===== src/common/hpoe_pkg.sv =====
package hpoe_pkg;

  // Clock and settle timing
  localparam int unsigned CLK_MHZ      = 250;
  localparam int unsigned SETTLE_US    = 20;
  // Least time: 20 us at 250 MHz is exactly 5000 cycles, rounding up is a no-op
  localparam int unsigned SETTLE_CYC   = (SETTLE_US * CLK_MHZ * 1000 + 999) / 1000;
  localparam int unsigned CNT_W        = 13;

  // Register indices; byte address is four times the index
  localparam logic [11:0] STAGE_IDX    = 12'h05A;
  localparam logic [11:0] STATUS_IDX   = 12'h05B;
  localparam logic [11:0] STAGE_ADDR   = {STAGE_IDX[9:0], 2'b00};
  localparam logic [11:0] STATUS_ADDR  = {STATUS_IDX[9:0], 2'b00};

  // Stage enable register layout
  localparam int unsigned LEFT_SHORT_BIT  = 7;
  localparam int unsigned LEFT_OUT_BIT    = 6;
  localparam int unsigned LEFT_MID_BIT    = 5;
  localparam int unsigned LEFT_IN_BIT     = 4;
  localparam int unsigned RIGHT_SHORT_BIT = 3;
  localparam int unsigned RIGHT_OUT_BIT   = 2;
  localparam int unsigned RIGHT_MID_BIT   = 1;
  localparam int unsigned RIGHT_IN_BIT    = 0;
  localparam logic [7:0]  STAGE_RESET     = 8'h00;

  // Field order inside one channel nibble
  localparam int unsigned NIB_IN    = 0;
  localparam int unsigned NIB_MID   = 1;
  localparam int unsigned NIB_OUT   = 2;
  localparam int unsigned NIB_SHORT = 3;
  localparam int unsigned NIB_W     = 4;

  // Status register layout, index 0 is right, 1 is left
  localparam int unsigned STAT_SETTLED_LSB = 0;
  localparam int unsigned STAT_FAULT_LSB   = 4;
  localparam logic [31:0] STATUS_RESET     = 32'h0000_0000;

  typedef enum logic [1:0] {SEL_NONE, SEL_STAGE, SEL_STATUS} hpoe_sel_t;

endpackage


===== src/rtl/hpoe_chan.sv =====
`timescale 1ns/1ps
// Watches one channel's stage bits: input-stage settle timer and sticky order fault
module hpoe_chan
  import hpoe_pkg::*;
#(
  parameter logic [CNT_W-1:0] SETTLE = CNT_W'(SETTLE_CYC)
) (
  // Clock and reset
  input  wire logic             pclk,
  input  wire logic             presetn,
  // Stage bits and fault clear of this channel
  input  wire logic [NIB_W-1:0] stage,
  input  wire logic             fault_clr,
  // State
  output logic                  settled,
  output logic                  fault
);

  logic [CNT_W-1:0] cnt_r;
  logic [CNT_W-1:0] cnt_nxt;
  logic [NIB_W-1:0] prev_r;
  logic             settled_r;
  logic             fault_r;
  logic             early;

  always_comb begin
    if (!stage[NIB_IN]) begin
      cnt_nxt = '0;
    end else if (cnt_r != SETTLE) begin
      cnt_nxt = cnt_r + CNT_W'(1);
    end else begin
      cnt_nxt = cnt_r;
    end
  end

  always_ff @(posedge pclk or negedge presetn) begin
    if (!presetn) begin
      cnt_r     <= '0;
      settled_r <= 1'b0;
    end else begin
      cnt_r     <= cnt_nxt;
      settled_r <= (cnt_nxt == SETTLE);
    end
  end

  always_ff @(posedge pclk or negedge presetn) begin
    if (!presetn) begin
      prev_r <= '0;
    end else begin
      prev_r <= stage;
    end
  end

  // intermediate before settle
  // Intermediate on before the input stage settled, output on with intermediate off, or short removed with output off, is a fault;
  // the device still obeys the bit, software only sees the flag
  assign early = (stage[NIB_MID] & ~prev_r[NIB_MID] & ~settled_r)
               | (stage[NIB_OUT] & ~prev_r[NIB_OUT] & ~stage[NIB_MID])
               | (stage[NIB_SHORT] & ~prev_r[NIB_SHORT] & ~stage[NIB_OUT]);

  // Set wins over a clear in the same cycle
  always_ff @(posedge pclk or negedge presetn) begin
    if (!presetn) begin
      fault_r <= 1'b0;
    end else if (early) begin
      fault_r <= 1'b1;
    end else if (fault_clr) begin
      fault_r <= 1'b0;
    end
  end

  assign settled = settled_r;
  assign fault   = fault_r;
endmodule


===== src/rtl/hpoe_top.sv =====
`timescale 1ns/1ps
// Notes on behaviour
// Bit 7 removes left output short
// Bit 3 removes right output short
// Bit 6 enables left output stage
// Bit 2 enables right output stage
// Bit 5 enables left intermediate stage
// Bit 1 enables right intermediate stage
// Bit 4 enables left input stage
// Bit 0 enables right input stage
// Software sets input stage first
// Intermediate stage at least 20us after input
// Intermediate after path set, before offset cancel
// Output stage after offset cancel scheduled
// Short removal is the last step
// Reset clears all eight bits
module hpoe_top
  import hpoe_pkg::*;
#(
  parameter logic [CNT_W-1:0] SETTLE = CNT_W'(SETTLE_CYC)
) (
  // Clock and reset
  input  wire logic        pclk,
  input  wire logic        presetn,
  // APB slave
  input  wire logic [11:0] paddr,
  input  wire logic        psel,
  input  wire logic        penable,
  input  wire logic        pwrite,
  input  wire logic [31:0] pwdata,
  input  wire logic [3:0]  pstrb,
  output logic      [31:0] prdata,
  output logic             pready,
  output logic             pslverr,
  // Left headphone driver controls
  output logic             left_short_remove,
  output logic             left_output_stage_on,
  output logic             left_intermediate_stage_on,
  output logic             left_input_stage_on,
  // Right headphone driver controls
  output logic             right_short_remove,
  output logic             right_output_stage_on,
  output logic             right_intermediate_stage_on,
  output logic             right_input_stage_on
);

  function automatic hpoe_sel_t decode(input logic [11:0] a);
    if (a == STAGE_ADDR) begin
      return SEL_STAGE;
    end else if (a == STATUS_ADDR) begin
      return SEL_STATUS;
    end else begin
      return SEL_NONE;
    end
  endfunction

  logic [7:0]  stage_r;
  logic [31:0] prdata_r;
  logic        pready_r;
  logic        pslverr_r;
  logic [1:0]  settled;
  logic [1:0]  fault;
  logic [1:0]  fault_clr;
  logic [31:0] status;
  logic        setup;
  logic        done;
  logic        wr_stage;
  logic        wr_status;
  hpoe_sel_t   sel;

  assign sel       = decode(paddr);
  assign setup     = psel & ~penable;
  // A write lands only at the edge that completes the access phase
  assign done      = psel & penable & pready_r;
  assign wr_stage  = done & pwrite & pstrb[0] & (sel == SEL_STAGE);
  assign wr_status = done & pwrite & pstrb[0] & (sel == SEL_STATUS);
  assign fault_clr = wr_status ? pwdata[STAT_FAULT_LSB +: 2] : 2'b00;

  always_comb begin
    status = STATUS_RESET;
    status[STAT_SETTLED_LSB +: 2] = settled;
    status[STAT_FAULT_LSB +: 2]   = fault;
  end

  // No wait state; pready, prdata and pslverr all come straight from flops set in the setup phase
  always_ff @(posedge pclk or negedge presetn) begin
    if (!presetn) begin
      pready_r <= 1'b0;
    end else begin
      pready_r <= setup;
    end
  end

  always_ff @(posedge pclk or negedge presetn) begin
    if (!presetn) begin
      pslverr_r <= 1'b0;
    end else begin
      pslverr_r <= setup & (sel == SEL_NONE);
    end
  end

  always_ff @(posedge pclk or negedge presetn) begin
    if (!presetn) begin
      prdata_r <= 32'h0000_0000;
    end else if (setup & ~pwrite & (sel == SEL_STAGE)) begin
      prdata_r <= {24'h00_0000, stage_r};
    end else if (setup & ~pwrite & (sel == SEL_STATUS)) begin
      prdata_r <= status;
    end else if (setup) begin
      prdata_r <= 32'h0000_0000;
    end
  end

  // cleared on reset
  // Reset leaves every stage off and both shorts applied
  always_ff @(posedge pclk or negedge presetn) begin
    if (!presetn) begin
      stage_r <= STAGE_RESET;
    end else if (wr_stage) begin
      stage_r <= pwdata[7:0];
    end
  end

  // sequence order watch
  // Right channel is nibble 0, left is nibble 1
  for (genvar ch = 0; ch < 2; ch++) begin : g_chan
    hpoe_chan #(
      .SETTLE    (SETTLE)
    ) u_chan (
      .pclk      (pclk),
      .presetn   (presetn),
      .stage     (stage_r[ch*NIB_W +: NIB_W]),
      .fault_clr (fault_clr[ch]),
      .settled   (settled[ch]),
      .fault     (fault[ch])
    );
  end

  assign prdata  = prdata_r;
  assign pready  = pready_r;
  assign pslverr = pslverr_r;

  // left short control
  assign left_short_remove           = stage_r[LEFT_SHORT_BIT];
  // left output stage
  assign left_output_stage_on        = stage_r[LEFT_OUT_BIT];
  // left intermediate stage
  assign left_intermediate_stage_on  = stage_r[LEFT_MID_BIT];
  // left input stage
  assign left_input_stage_on         = stage_r[LEFT_IN_BIT];
  // right short control
  assign right_short_remove          = stage_r[RIGHT_SHORT_BIT];
  // right output stage
  assign right_output_stage_on       = stage_r[RIGHT_OUT_BIT];
  // right intermediate stage
  assign right_intermediate_stage_on = stage_r[RIGHT_MID_BIT];
  // right input stage
  assign right_input_stage_on        = stage_r[RIGHT_IN_BIT];
endmodule


===== config.mk =====
export PLATFORM = sky130hd
export DESIGN_NAME = hpoe_top
export DESIGN_NICKNAME = d
export VERILOG_FILES = /design/src/common/hpoe_pkg.sv /design/src/rtl/hpoe_chan.sv /design/src/rtl/hpoe_top.sv
export SDC_FILE = /design/constraint.sdc
export NUM_CORES = 1
export LEC_CHECK = 0
export CAP_MARGIN = 20
export CORE_MARGIN = 2
export CORE_UTILIZATION = 55
export CTS_CLUSTER_SIZE = 8
export DETAILED_ROUTE_END_ITERATION = 10
export DONT_BUFFER_PORTS = 1
export GPL_ROUTABILITY_DRIVEN = 0
export MAX_ROUTING_LAYER = met4
export PLACE_DENSITY = 0.7
export SLEW_MARGIN = 20
export SYNTH_ARGS = -nofsm -noshare
export SYNTH_HDL_FRONTEND = slang
export SYNTH_SLANG_ARGS = --single-unit

===== constraint.sdc =====
create_clock -name pclk -period 2.55 [get_ports pclk]
set_input_delay 0.1275 -clock pclk [delete_from_list [all_inputs] [get_ports pclk]]
set_output_delay 0.1275 -clock pclk [all_outputs]
set_load 0.005 [all_outputs]

==> flow_summary.yaml <==
outcome:
  status: "complete, no violations"
layout:
  antenna_cells: 0
  fin_nets: 340
  drive_gt1_frac: 0.1056
  design_area_um2: 3010
  ff_latch_area_um2: 1351
  final_core_util: 0.5970
  area_delta_synth_final_pct: 6.744
  multiInputGateArea_um2: 1301
  fillCellCount: 423
synthesis:
  synth_area_leader_cell: "dfrtp_1"
  synthesis.area_um2: 2820
  synth_top_area_frac: 0.4791
  synth_edf_count: 0
  synth_ff_type: "dfrtp_1"
  ys_seq_elements: 54
  synth_cell_types: 50
  synth_area_per_cell_um2: 10.41
  yosysSeqAreaShare: 0.4791
  ys_warn_count: 0
  synth_area_leaders: "dfrtp_1 (48%), buf_4 (6.7%), xnor2_1 (3.4%), mux2_2 (3.2%), nor2_1 (2.7%)"
  async_flop_share: 1.000
  syn-instance-count: 271
placement:
  placed_cell_area_um2: 2785
  place.detailed.hpwl_um: 3519
  io_buffers: 0
floorplan:
  fp-row-count: 26
  die_w_um: 75.61
  initial_core_util: 0.5593
  dieHeight_um: 75.61
  core_um2: 5042
  design.die.area_um2: 5716
  io_pins: 95
timing:
  slew_headroom: 0.5824
  fin_tns_setup_ps: 0
  finalCritPeriodShare: 0.8416
  hold_viol: 0
  finClkSkew_ps: 8.804
  worstMarginPinSlew_ps: 621.7
  rsz0062_at_grt: "no"
  slew_viol_final: 0
  setup_viol: 0
  fmaxAchievable_mhz: 466.0
  hold_slack_ps: 16.13
  min_period_ps: 2146
critical_path:
  cp.required_ps: 2760
  endpoint_kind: "flip-flop"
  r2r_slack_ps: 400
  critPathArrivalTime_ps: 2360
  worstSetupPathType: "reg2reg"
  start_kind: "flip-flop"
  worstPathMaxFanout: 7
cts:
  clk_latency_ps: 310
  cts_tree: "done"
  cts_root_buf: "clkbuf_8"
  hold_buffers: 11
  cts_sinks: 54
  cts_buffers: 5
  clockBufferDepth: 2
  htree_levels: 2
  cts-resized-gates: 0
  path_clk_slew_ps: 110
  cts_setup_buffers: 0
drt:
  firstDrtPassIters: 4
  wirelength_um: 5206
  drc: 0
  dr_total_vias: 1917
  viasPerCell: 5.415
  final_antenna_net_count: 0
  wl_per_cell_um: 14.71
  drt_iter0_markers: 84
global_routing:
  grt_max_degree: 55
  grt-ovfl-total: 0
  grt_pass1_vias: 1627
  track_usage: 0.1945
  grt_pass1_wl_um: 8059
  antenna_found_initial: 0
hold_path:
  hold_class: "in2reg"
power:
  ir_drop_mv: 0.3856
  p_leak_nw: 1.311
  powerDensity_nw_per_um2: 535.6
run:
  maxCapViolCount: 0
## cells in the mapped netlist (3+ instances only)
master,count
inv_1,10
o21ai_0,9
nand2_1,17
clkbuf_1,4
nor3b_1,7
nand3_1,13
xor2_1,6
nand4_1,4
a21oi_1,7
mux2i_1,3
a22o_1,5
nor2_1,20
and2_1,11
nor4_1,4
dfrtp_1,54
nor3_1,4
buf_4,25
or3_1,3
ha_1,4
mux2_2,8
nor2b_1,4
xnor2_1,11
nand2b_1,3
## cell usage in the layout (no fill, tap or decap), types with 2 or more instances in the layout
| cell type | n |
|---|---|
| o31ai_1 | 2 |
| conb_1 | 24 |
| a21boi_0 | 2 |
| nand3b_1 | 2 |
| nor3_1 | 4 |
| nor2_1 | 20 |
| a22o_1 | 5 |
| or3_1 | 3 |
| nor2b_1 | 4 |
| inv_1 | 10 |
| a21oi_1 | 7 |
| a22oi_1 | 2 |
| nand2_1 | 17 |
| and4bb_2 | 2 |
| xor2_1 | 6 |
| nand2b_1 | 3 |
| ha_1 | 4 |
| and3_1 | 2 |
| nand4_1 | 4 |
| nor4b_2 | 2 |
| dfrtp_1 | 54 |
| mux2i_1 | 3 |
| xnor2_1 | 11 |
| o21ai_0 | 9 |
| clkbuf_8 | 5 |
| nand3_1 | 13 |
| nor3b_1 | 7 |
| and2_1 | 11 |
| nor4_1 | 4 |
| mux2_2 | 8 |
| dlygate4sd3_1 | 10 |
| or3_2 | 2 |
## cell type report
type | count | area share
inverter | 10 | 0.01247
clock inverter | 3 | 0.009559
multi-input combinational | 200 | 0.4323
clock buffer | 5 | 0.02286
sequential | 54 | 0.4489
tap | 70 | 0.02909
timing repair buffer | 12 | 0.04489
## flip-flops by register name, summed over array words and instances (netlist names)
signal                 cells
pslverr                    1
g_chan.u_chan.settled      2
g_chan.u_chan.fault        2
stage_r                    8
prdata                     8
g_chan.u_chan.cnt_r       26
pready                     1
g_chan.u_chan.prev_r       6
## per-layer routing
metal | GRT usage | wire length [um]
met1 | 0.2731 | 2379
met2 | 0.2879 | 2567
met5 | - | 0
met3 | 0.04630 | 240
met4 | 0.04678 | 19
## power by group
part           internal, mW  leakage, nW  switching (mW)  total [mW]
Combinational        0.0683        0.527          0.0781       0.146
Sequential            0.893        0.734          0.0592       0.952
Clock                 0.206       0.0506           0.308       0.514
Total                  1.17         1.31           0.445        1.61
## worst max-delay path, stage by stage (launching register included)
cell,delay (ps)
dfrtp_1,460
ha_1,280
nand3_1,120
xnor2_1,150
or3b_1,360
or3_1,370
nor4b_2,310
## through the flow
step / total power, mW / setup slack [ps] / std cells
floorplan: 1.075 / 661.0 / 294
global placement: 1.072 / 441.0 / 335
global route: 1.695 / 309.3 / 354
detailed placement: 1.079 / 431.0 / 335
finish: 1.612 / 404.0 / 354
CTS: 1.630 / 385.0 / 354
## path summary, 6_finish.rpt
path	startpoint	cells past startpoint	end
worst min register to register	stage_r[3]	0	g_chan[0].u_chan.prev_r[3]
worst max register to register	g_chan[0].u_chan.cnt_r[1]	6	g_chan[0].u_chan.settled
min in group asynchronous	presetn	2	g_chan[0].u_chan.cnt_r[9]
worst max-delay path	g_chan[0].u_chan.cnt_r[1]	6	g_chan[0].u_chan.settled
max in group asynchronous	presetn	2	g_chan[1].u_chan.settled
worst min-delay path	pwdata[4]	2	g_chan[0].u_chan.fault
## cell families after synthesis
kind of cell / Yosys count / share of synthesized area
buffers and inverters: 40 / 0.09006
AND/OR/NAND/NOR: 108 / 0.2280
AO/OA/AOI/OAI: 36 / 0.08828
XOR/XNOR: 17 / 0.05279
flip-flops: 54 / 0.4791
multiplexers: 11 / 0.04259
adder cells (fa/ha/maj): 4 / 0.01775
other: 1 / 0.001330
No activity file was read; power rests on OpenSTA's default activity.
